$ cat config.mk
export PLATFORM = sky130hd
export DESIGN_NAME = isolation_voting_logic
export DESIGN_NICKNAME = d
export VERILOG_FILES = /design/src/iso_pkg.sv /design/src/isolation_voting_logic.sv
export VERILOG_INCLUDE_DIRS = /design/src
export SDC_FILE = /design/constraint.sdc
export NUM_CORES = 1
export LEC_CHECK = 0
export ABC_AREA = 1
export BUFFER_PORTS_ARGS = -buffer_cell sky130_fd_sc_hd__buf_2
export CELL_PAD_IN_SITES_DETAIL_PLACEMENT = 1
export CELL_PAD_IN_SITES_GLOBAL_PLACEMENT = 2
export CORE_UTILIZATION = 34
export DETAILED_ROUTE_END_ITERATION = 7
export PLACE_DENSITY_LB_ADDON = 0.1
export SYNTH_ARGS = -nofsm -noshare
export SYNTH_HDL_FRONTEND = slang
export SYNTH_SLANG_ARGS = --single-unit
$ cat constraint.sdc
create_clock -name i_clk_sys -period 2.7 [get_ports i_clk_sys]
set_clock_uncertainty 0.15 [all_clocks]
set_input_delay 0.27 -clock i_clk_sys [delete_from_list [all_inputs] [get_ports i_clk_sys]]
set_output_delay 0.27 -clock i_clk_sys [all_outputs]
set_load 0.005 [all_outputs]
$ cat src/iso_cfg.svh
`ifndef ISO_CFG_SVH
`define ISO_CFG_SVH

// ----------------------------------------------------------------------------
// Register map (byte addresses, one 32-bit word each)
// ----------------------------------------------------------------------------
`define ISO_ADR_CTRL 8'h00
`define ISO_ADR_STATUS 8'h04
`define ISO_ADR_CHAN 8'h08

// ----------------------------------------------------------------------------
// Control register fields
// ----------------------------------------------------------------------------
`define ISO_CTRL_RESET_BIT 0
`define ISO_CTRL_MAN_LSB 4
`define ISO_CTRL_RST_VAL 4'h0

// ----------------------------------------------------------------------------
// Status register fields
// ----------------------------------------------------------------------------
`define ISO_STAT_TRIP_LSB 0
`define ISO_STAT_VOTE_LSB 4
`define ISO_STAT_BYP_LSB 8
`define ISO_STAT_MOV_LSB 12
`define ISO_STAT_PROBE_LSB 16

// ----------------------------------------------------------------------------
// Monitored variable indices and reset values
// ----------------------------------------------------------------------------
`define ISO_NUM_VAR 7
`define ISO_VAR_COND_VAC 5
`define ISO_VAR_TURB_PRESS 6
`define ISO_TRIP_RST_VAL 4'hf
`define ISO_BYP_RST_VAL 4'h0

`endif

$ cat src/iso_pkg.sv
package iso_pkg;

  // Isolation outputs: high keeps the valve open (energised), low isolates.
  typedef struct packed {
    logic main_steam_isolation_valve_sol_a;
    logic main_steam_isolation_valve_sol_b;
    logic drain_outboard;
    logic drain_inboard;
    logic [2:0] heat_loop_inboard;
    logic [2:0] heat_loop_outboard;
    logic core_cool_inboard;
    logic core_cool_outboard;
  } valve_t;

  // Individual manual switch positions, high requests open.
  typedef struct packed {
    logic drain_outboard;
    logic drain_inboard;
    logic [2:0] heat_loop_inboard;
    logic [2:0] heat_loop_outboard;
    logic core_cool_inboard;
    logic core_cool_outboard;
  } open_sw_t;

  // Operator and plant permissive pins.
  typedef struct packed {
    logic [3:0] bypass_key;
    logic [3:0] manual_iso;
    logic logic_reset;
    logic startup_vac_bypass;
    logic mode_run;
    logic dome_press_low;
    logic stop_valve_lt90;
    logic probe_trigger;
    logic probe_withdrawn;
    logic [3:0] mov_closed;
  } plant_in_t;

  typedef enum logic [1:0] {
    PROBE_IDLE = 2'b00,
    PROBE_WITHDRAW = 2'b01,
    PROBE_CLOSE = 2'b10
  } probe_state_t;

endpackage

$ cat src/isolation_voting_logic.sv
// Design decisions made here: the register offsets and the Wishbone register port.
`timescale 1ns/10ps
`include "iso_cfg.svh"
module isolation_voting_logic
  import iso_pkg::*;
#(
  parameter int N_VAR = `ISO_NUM_VAR
) (
  input wire logic i_clk_sys,
  input wire logic i_arst_n,
  input wire logic [4*N_VAR-1:0] i_chan_trip,
  input wire plant_in_t i_plant,
  input wire open_sw_t i_open_sw,
  input wire logic i_wb_cyc,
  input wire logic i_wb_stb,
  input wire logic i_wb_we,
  input wire logic [7:0] i_wb_adr,
  input wire logic [31:0] i_wb_dat,
  input wire logic [3:0] i_wb_sel,
  output logic [31:0] o_wb_dat,
  output logic o_wb_ack,
  output valve_t o_valve,
  output logic [3:0] o_mov_close,
  output logic o_probe_withdraw,
  output logic o_probe_valve_open
);

  localparam int PIN_W = 4 * N_VAR + $bits(plant_in_t) + $bits(open_sw_t);

  // At least two of the four bits set.
  function automatic logic vote2(input logic [3:0] v);
    logic [2:0] n;
    n = 3'(v[0]) + 3'(v[1]) + 3'(v[2]) + 3'(v[3]);
    return n >= 3'd2;
  endfunction

  // --------------------------------------------------------------------------
  // Input synchronisers
  // --------------------------------------------------------------------------
  logic [PIN_W-1:0] meta_q;
  logic [PIN_W-1:0] pin_q;
  logic [4*N_VAR-1:0] chan_s;
  plant_in_t plant_s;
  open_sw_t sw_s;

  always_ff @(posedge i_clk_sys or negedge i_arst_n) begin
    if (!i_arst_n) begin
      meta_q <= '0;
      pin_q <= '0;
    end else begin
      meta_q <= {i_chan_trip, i_plant, i_open_sw};
      pin_q <= meta_q;
    end
  end

  assign {chan_s, plant_s, sw_s} = pin_q;

  // --------------------------------------------------------------------------
  // Wishbone slave
  // --------------------------------------------------------------------------
  logic ack_q;
  logic [31:0] rdat_q;
  logic ctrl_reset_q;
  logic [3:0] ctrl_man_q;
  logic [3:0] trip_q;
  logic [3:0] vote_div;
  logic [3:0] bypass_q;
  logic [3:0] mov_q;
  probe_state_t probe_q;
  logic wb_req;
  logic wb_wr;

  assign wb_req = i_wb_cyc && i_wb_stb && !ack_q;
  assign wb_wr = wb_req && i_wb_we && (i_wb_adr == `ISO_ADR_CTRL) && i_wb_sel[0];

  always_ff @(posedge i_clk_sys or negedge i_arst_n) begin
    if (!i_arst_n) begin
      ack_q <= 1'b0;
    end else begin
      ack_q <= wb_req;
    end
  end

  // The reset request bit self-clears so one write gives one reset attempt.
  always_ff @(posedge i_clk_sys or negedge i_arst_n) begin
    if (!i_arst_n) begin
      ctrl_reset_q <= 1'b0;
      ctrl_man_q <= `ISO_CTRL_RST_VAL;
    end else begin
      ctrl_reset_q <= wb_wr && i_wb_dat[`ISO_CTRL_RESET_BIT];
      if (wb_wr) begin
        ctrl_man_q <= i_wb_dat[`ISO_CTRL_MAN_LSB +: 4];
      end
    end
  end

  always_ff @(posedge i_clk_sys or negedge i_arst_n) begin
    if (!i_arst_n) begin
      rdat_q <= '0;
    end else if (wb_req && !i_wb_we) begin
      case (i_wb_adr)
        `ISO_ADR_CTRL: rdat_q <= 32'({ctrl_man_q, 4'h0});
        `ISO_ADR_STATUS: rdat_q <= 32'({2'(probe_q), mov_q, bypass_q, vote_div, trip_q});
        `ISO_ADR_CHAN: rdat_q <= 32'(chan_s);
        default: rdat_q <= 32'h0000_0000;
      endcase
    end
  end

  assign o_wb_ack = ack_q;
  assign o_wb_dat = rdat_q;

  // --------------------------------------------------------------------------
  // Divisional bypass interlock
  // --------------------------------------------------------------------------
  // Simultaneous key requests are all refused; an operator turning two keys
  // at once gets no bypass rather than an arbitrary one.
  always_ff @(posedge i_clk_sys or negedge i_arst_n) begin
    if (!i_arst_n) begin
      bypass_q <= `ISO_BYP_RST_VAL;
    end else if (bypass_q != 4'h0) begin
      if ((bypass_q & plant_s.bypass_key) == 4'h0) begin
        bypass_q <= 4'h0;
      end
    end else if ($onehot(plant_s.bypass_key)) begin
      bypass_q <= plant_s.bypass_key;
    end
  end

  // --------------------------------------------------------------------------
  // Channel voting
  // --------------------------------------------------------------------------
  logic [N_VAR-1:0] var_bypass;
  logic [N_VAR-1:0] var_vote;

  always_comb begin
    var_bypass = '0;
    var_bypass[`ISO_VAR_TURB_PRESS] = !plant_s.mode_run;
    var_bypass[`ISO_VAR_COND_VAC] = plant_s.dome_press_low || plant_s.stop_valve_lt90 ||
      plant_s.startup_vac_bypass;
  end

  // A bypassed channel reads as untripped, which turns two of four into two
  // of three on the remaining channels.
  genvar gv;
  generate
    for (gv = 0; gv < N_VAR; gv++) begin : g_var
      assign var_vote[gv] = !var_bypass[gv] && vote2(chan_s[4*gv +: 4] & ~bypass_q);
    end
  endgenerate

  // Each variable's channels are shared by all four voters, so the voters
  // agree; each still feeds only its own division's latch.
  genvar gd;
  generate
    for (gd = 0; gd < 4; gd++) begin : g_div
      assign vote_div[gd] = |var_vote;
    end
  endgenerate

  // --------------------------------------------------------------------------
  // Divisional trip latches
  // --------------------------------------------------------------------------
  logic [3:0] div_trip;
  logic reset_req;

  assign div_trip = vote_div | plant_s.manual_iso | ctrl_man_q;
  assign reset_req = plant_s.logic_reset || ctrl_reset_q;

  // A present initiating signal always sets, so it wins over a reset.
  always_ff @(posedge i_clk_sys or negedge i_arst_n) begin
    if (!i_arst_n) begin
      trip_q <= `ISO_TRIP_RST_VAL;
    end else if (reset_req) begin
      trip_q <= div_trip;
    end else begin
      trip_q <= trip_q | div_trip;
    end
  end

  // --------------------------------------------------------------------------
  // Valve drives
  // --------------------------------------------------------------------------
  valve_t valve_d;
  valve_t valve_q;
  logic any2;

  assign any2 = vote2(trip_q);

  always_comb begin
    valve_d.main_steam_isolation_valve_sol_a = !any2;
    valve_d.main_steam_isolation_valve_sol_b = !any2;
    valve_d.drain_outboard = sw_s.drain_outboard && !(trip_q[0] || trip_q[3]);
    valve_d.drain_inboard = sw_s.drain_inboard && !(trip_q[1] || trip_q[2]);
    valve_d.heat_loop_inboard = sw_s.heat_loop_inboard & ~trip_q[2:0];
    valve_d.heat_loop_outboard = sw_s.heat_loop_outboard & ~{trip_q[0], trip_q[2], trip_q[1]};
    valve_d.core_cool_inboard = sw_s.core_cool_inboard && !trip_q[0];
    valve_d.core_cool_outboard = sw_s.core_cool_outboard && !trip_q[1];
  end

  // Reset value zero means every valve is commanded closed from power-up.
  always_ff @(posedge i_clk_sys or negedge i_arst_n) begin
    if (!i_arst_n) begin
      valve_q <= '0;
    end else begin
      valve_q <= valve_d;
    end
  end

  assign o_valve = valve_q;

  // --------------------------------------------------------------------------
  // Motor-operated valve seal-in
  // --------------------------------------------------------------------------
  always_ff @(posedge i_clk_sys or negedge i_arst_n) begin
    if (!i_arst_n) begin
      mov_q <= 4'h0;
    end else begin
      mov_q <= (mov_q | trip_q) & ~plant_s.mov_closed;
    end
  end

  assign o_mov_close = mov_q;

  // --------------------------------------------------------------------------
  // Traversing probe isolation sequence
  // --------------------------------------------------------------------------
  always_ff @(posedge i_clk_sys or negedge i_arst_n) begin
    if (!i_arst_n) begin
      probe_q <= PROBE_CLOSE;
    end else begin
      case (probe_q)
        PROBE_IDLE: begin
          if (plant_s.probe_trigger) begin
            probe_q <= PROBE_WITHDRAW;
          end
        end
        PROBE_WITHDRAW: begin
          if (plant_s.probe_withdrawn) begin
            probe_q <= PROBE_CLOSE;
          end
        end
        PROBE_CLOSE: begin
          if (reset_req && !plant_s.probe_trigger) begin
            probe_q <= PROBE_IDLE;
          end
        end
        default: probe_q <= PROBE_CLOSE;
      endcase
    end
  end

  // Outside reset, the ball and purge valves stay open through the withdrawal and close only
  // once the probe is clear, so a closing valve never meets the cable; reset closes them at once.
  always_ff @(posedge i_clk_sys or negedge i_arst_n) begin
    if (!i_arst_n) begin
      o_probe_withdraw <= 1'b1;
      o_probe_valve_open <= 1'b0;
    end else begin
      o_probe_withdraw <= (probe_q != PROBE_IDLE);
      o_probe_valve_open <= (probe_q != PROBE_CLOSE);
    end
  end
endmodule

; ---- Word level (Yosys, flattened, before mapping)
; Cells that the tools add are included.
[word_totals]
ff_bits = 179
input_bits = 106
word_cells = 129
[op_classes]
n_addsub = 27
magnitude_cmp = 8
eq_ne = 10
n_mux = 9
n_bitwise = 19
reduce_logical = 37
[ops]
columns = op, n
row1 = $pmux W28 S3, 1
row2 = $and A4 B4 Y4, 9
row3 = $add A2 B1 Y3, 8
row4 = $add A3 B1 Y3, 8
row5 = $ge A3 B2 Y1 const B, 8
row6 = $add A1 B1 Y2, 10
row7 = $mux W4, 4
row8 = $or A4 B4 Y4, 4
row9 = $logic_and A1 B1 Y1, 14
row10 = $logic_not A1 Y1, 9
row11 = $eq A8 B3 Y1 const B, 1
row12 = $eq A8 B4 Y1 const B, 1
row13 = $logic_not A8 Y1, 1
row14 = $ne A2 B2 Y1 const B, 4
row15 = $not A4 Y4, 2
row16 = $reduce_or A7 Y1, 1
row17 = $and A3 B3 Y3, 2
row18 = $mux W2, 3
row19 = $not A3 Y3, 2
row20 = $pmux W2 S3, 1
row21 = $logic_or A1 B1 Y1, 5
row22 = $logic_not A4 Y1, 1
row23 = $reduce_bool A2 Y1, 2
row24 = $reduce_bool A4 Y1, 1
row25 = 8 further kinds, 8

; ---- Logic depth before layout (Yosys ltp)
[logic_depth]
ltp_word = 12
mapped_depth = 12
mapped_depth_nobuf = 12

; ---- Worst setup path after synthesis
; OpenSTA, ideal clock, no wires.
[synth_path]
path_type = register -> register
from = reg pin_q[25]
to = reg bypass_q[0]
setup_time_ps = 131
arrival_ps = 1809
t_required_ps = 2419
setup_slack_ps = 610
stages_incl_launch_ff = 10
n_path_buf = 0
period_less_slack_ps = 2090
path_cell_list = dfrtp_1 inv_1 fa_1 inv_1 ha_1 ha_1 nor3b_1 nand2_1 o31ai_2 o21ai_0
[synth_between]
elab_chain_cells = 5
[synth_lines]
columns = element, line
row1 = start: declaration, isolation_voting_logic.sv:41  ; logic [PIN_W-1:0] pin_q;
row2 = start signal: assignment, isolation_voting_logic.sv:52  ; pin_q <= meta_q;
row3 = $add A1 B1 Y2 (not written as such), isolation_voting_logic.sv:125  ; end else if ($onehot(plant_s.bypass_key)) begin
row4 = $add A2 B2 Y3 (not written as such), isolation_voting_logic.sv:125
row5 = $eq A3 B1 Y1, isolation_voting_logic.sv:125
row6 = $reduce_bool A2 Y1 (no source line), n/a
row7 = $reduce_and A2 Y1 (no source line), n/a
row8 = end signal: assignment, isolation_voting_logic.sv:120  ; bypass_q <= `ISO_BYP_RST_VAL;
row9 = end signal: assignment, isolation_voting_logic.sv:126  ; bypass_q <= plant_s.bypass_key;
row10 = end: declaration, isolation_voting_logic.sv:67  ; logic [3:0] bypass_q;
; Several ways; a longest one is shown, not always the timed one. The select of a mux whose other input is x is not followed.
; A chain may end at the register's enable or synchronous reset.

; ---- Final worst setup path
[layout_path]
from = reg bypass_q[0]
to = reg rdat_q[4], in the netlist o_wb_dat[4]
[layout_between]
elab_chain_cells = 9
[layout_lines]
columns = element, line
row1 = $not A4 Y4 (*), isolation_voting_logic.sv:148  ; assign var_vote[gv] = !var_bypass[gv] && vote2(chan_s[4*gv +: 4] & ~bypass_q);
row2 = $and A4 B4 Y4, isolation_voting_logic.sv:148
row3 = $add A1 B1 Y2, isolation_voting_logic.sv:33  ; n = 3'(v[0]) + 3'(v[1]) + 3'(v[2]) + 3'(v[3]);
row4 = $add A2 B1 Y3, isolation_voting_logic.sv:33
row5 = $add A3 B1 Y3, isolation_voting_logic.sv:33
row6 = $ge A3 B2 Y1, isolation_voting_logic.sv:34  ; return n >= 3'd2;
row7 = $logic_and A1 B1 Y1, isolation_voting_logic.sv:148
row8 = $reduce_or A7 Y1 (*), isolation_voting_logic.sv:157  ; assign vote_div[gd] = |var_vote;
row9 = $pmux W28 S3 (*), isolation_voting_logic.sv:101  ; case (i_wb_adr)
row10 = end signal: assignment, isolation_voting_logic.sv:102  ; `ISO_ADR_CTRL: rdat_q <= 32'({ctrl_man_q, 4'h0});
row11 = end signal: assignment, isolation_voting_logic.sv:103  ; `ISO_ADR_STATUS: rdat_q <= 32'({2'(probe_q), mov_q, bypass_q, vote_div, trip_q});
row12 = end signal: assignment, isolation_voting_logic.sv:104  ; `ISO_ADR_CHAN: rdat_q <= 32'(chan_s);
row13 = end: declaration, isolation_voting_logic.sv:62  ; logic [31:0] rdat_q;
; Every way passes the cells marked *; elsewhere a longest branch is shown, timed or not.

==> flow_metrics.env <==
export IMPL_layout_setup_ws_ps=311
export IMPL_power_mw=5.89
export IMPL_ys_ff_latch=175
export IMPL_relSlewSlack_pct=51.1
export IMPL_dieArea_um2=18300
export IMPL_chipWidth_um=135
export IMPL_crit_path_end_kind="register"
export IMPL_syn_cell_area_um2=6050
export IMPL_leakagePower_nw=4.22
export IMPL_ir_drop_uv=430
export IMPL_clk_path_buf_depth=2
export IMPL_ys_types=34
export IMPL_r2r_slack_ps=310
export IMPL_power_density_nw_per_um2=723
export IMPL_cts_made_buffers=17
export IMPL_htreeDepth=4
export IMPL_root_buffer="clkbuf_16"
export IMPL_antenna_found_initial=0
export IMPL_overflow=0
export IMPL_vias=4040
export IMPL_clock_sinks=175
export IMPL_drc_errors=0
export IMPL_crit_type="register to register"
export IMPL_dpl_hpwl_mm=9.51
export IMPL_rows=48
export IMPL_grt_max_degree=70
export IMPL_grt_pass1_vias=4463
export IMPL_ys_warn_count=0
export IMPL_dieHeight_um=135
export IMPL_cts_reportedPaths_clkPinSlew_ps=70
export IMPL_hold_viol=0
export IMPL_antennaDiodeCount=0
export IMPL_finalCritPeriodShare_pct=88.5
export IMPL_tns_ps=0
export IMPL_tightest_slew_ps=733
export IMPL_fin_crit_ps=2390
export IMPL_grtUsageTotal_pct=16.7
export IMPL_drive_gt1_share_pct=27.1
export IMPL_ant_nets=0
export IMPL_slew_violations=0
export IMPL_yosysSeqAreaShare_pct=72.6
export IMPL_fin_nets=813
export IMPL_initial_core_util_pct=34.8
export IMPL_drt_first_iter_violations=130
export IMPL_cp_required_ps=2870
export IMPL_areaGrowthSynthToFinish_pct=34.7
export IMPL_fmax_ghz=0.419
export IMPL_fin_util_pct=46.9
export IMPL_routed_wl_mm=13.8
export IMPL_vias_per_cell=4.33
export IMPL_critPathLaunchType="register"
export IMPL_io_pins=157
export IMPL_place_congestion=0.727
export IMPL_core_area_um2=17400
export IMPL_rsz0062_at_grt="no"
export IMPL_grt_pass1_wl_mm=22.8
export IMPL_routedWlPerCell_um=14.7
export IMPL_worstHoldPathType="input port to register"
export IMPL_netlist_instances=494
export IMPL_drv_cap=0
export IMPL_clk_latency_ps=420
export IMPL_first_pass_iters=4
export IMPL_pre_cts_ws_ps=261
export IMPL_cts_tree="done"
export IMPL_status="complete, no violations"
export IMPL_whs_ps=28.5
export IMPL_avgSynthCellArea_um2=12.2
export IMPL_io_buffers=122
export IMPL_n_fill_cell=1868
export IMPL_setup_violations=0
export IMPL_crit_fanout=9
export IMPL_cp_arrival_ps=2560
[synthesized netlist by cell type]
| cell | number | area share [%] |
|---|---|---|
| nor2_4 | 2 | 0.37 |
| dfstp_2 | 6 | 2.6 |
| clkinv_2 | 1 | 0.083 |
| nor2_1 | 24 | 1.5 |
| buf_2 | 2 | 0.17 |
| fa_1 | 9 | 3.0 |
| nor3_4 | 1 | 0.27 |
| a21oi_1 | 6 | 0.50 |
| nand4_1 | 1 | 0.10 |
| nand2_2 | 1 | 0.10 |
| a31o_2 | 1 | 0.14 |
| nor3b_1 | 1 | 0.12 |
| and3_1 | 1 | 0.10 |
| nor2_2 | 1 | 0.10 |
| o31ai_2 | 1 | 0.21 |
| dfrtp_1 | 169 | 70 |
| buf_6 | 4 | 0.74 |
| o21ai_1 | 14 | 1.2 |
| nor3_1 | 2 | 0.17 |
| nand3_4 | 1 | 0.29 |
| o21ai_2 | 10 | 1.4 |
| nand2_4 | 1 | 0.19 |
| nand2_1 | 122 | 7.6 |
| conb_1 | 1 | 0.062 |
| inv_1 | 60 | 3.7 |
| buf_4 | 7 | 0.87 |
| nand4_4 | 1 | 0.35 |
| o21ai_0 | 10 | 0.83 |
| inv_2 | 4 | 0.25 |
| nand3_2 | 1 | 0.17 |
| o22ai_1 | 3 | 0.31 |
| nand3_1 | 20 | 1.7 |
| ha_1 | 2 | 0.41 |
| a211oi_1 | 4 | 0.50 |
[report_power, final]
part / leakage (nW) / total, mW / switching [mW] / internal [mW]
Sequential: 2.14 / 2.85 / 0.0708 / 2.78
Clock: 0.288 / 2.39 / 1.13 / 1.26
Combinational: 1.78 / 0.648 / 0.385 / 0.264
[cells in the final DEF, fill, tap and decap left out, types with 2 or more instances in the layout]
cell             n
dfstp_2          6
clkinv_2         2
clkinv_8         2
o21ai_1         14
buf_4            5
nor3_1           2
clkinv_4         3
nand2_1        122
inv_8            6
nor2_1          24
conb_1           4
a21oi_1          6
o21ai_2         10
fa_1             9
clkbuf_16       17
ha_1             2
inv_2            4
nor2_4           2
dlygate4sd3_1   65
dfrtp_1        169
nand3_1         20
buf_2          121
a211oi_1         4
o21ai_0         10
o22ai_1          3
inv_1           60
[logic make-up (layout without fill, tap and decap cells)]
group | count (synthesis) | in the layout | synth area share [%]
AO/OA/AOI/OAI | 49 | 49 | 5.09
adder cells (fa/ha/maj) | 11 | 11 | 3.39
buffers and inverters | 78 | 290 | 5.84
flip-flops | 175 | 175 | 72.6
other | 1 | 4 | 0.0620
AND/OR/NAND/NOR | 180 | 180 | 13.1
[worst paths after layout]
path / start / end / cells after the start
min in group asynchronous: i_arst_n / ctrl_man_q[1] / 2
hold / removal: i_wb_sel[0] / ctrl_reset_q / 3
setup / recovery: bypass_q[0] / o_wb_dat[4] / 12
hold reg to reg: meta_q[16] / pin_q[16] / 0
max in group asynchronous: i_arst_n / probe_q[1] / 3
setup reg to reg: bypass_q[0] / o_wb_dat[4] / 12
[worst max-delay path: stages, from the launching register on]
cell     delay (ps)
dfrtp_1         410
inv_1           250
nand2_1         140
fa_1            540
inv_1            40
nand2_1          40
o21ai_0          90
o21ai_0         160
nand3_1         130
nand2_1         160
nand2_1          70
nand2_1          60
nand2_1          50
[registers in the layout (all words and copies together) (netlist names)]
signal,flops
o_probe_valve_open,1
o_probe_withdraw,1
ctrl_man_q,4
o_wb_dat,28
pin_q,57
probe_q,2
bypass_q,4
ctrl_reset_q,1
o_mov_close,4
meta_q,57
o_valve,11
trip_q,4
o_wb_ack,1
[routing by layer]
layer	vias up	wire [µm]	GRT usage [%]
li1	1927	-	-
met3	10	421	4.00
met4	0	114	4.87
met2	87	6970	28.0
met1	2016	6250	21.4
met5	-	0	0
[final cells by class]
class	count	area (µm²)	share of cell area, %
clock inverters	14	148	1.81
inverters	65	245	3.01
flip-flops and latches	175	4390	53.9
multi-input cells	244	1320	16.2
well taps	225	282	3.46
clock buffers	18	439	5.39
repair buffers	193	1330	16.3
[metrics by stage]
step                      area (µm²)  std cells
after floorplan                 6060        497
after global placement          6910        837
after detailed placement        6910        837
after CTS                       8140        934
after global routing            8140        934
final                           8140        934
[repair_timing]
action	CTS	global route
setup buffers	0	0
setup endpoints to repair	0	0
endpoints found under the hold margin	122	0
gates resized for setup	0	0
hold buffers	65	0
Note: power is estimated with default switching activity, not from simulation.
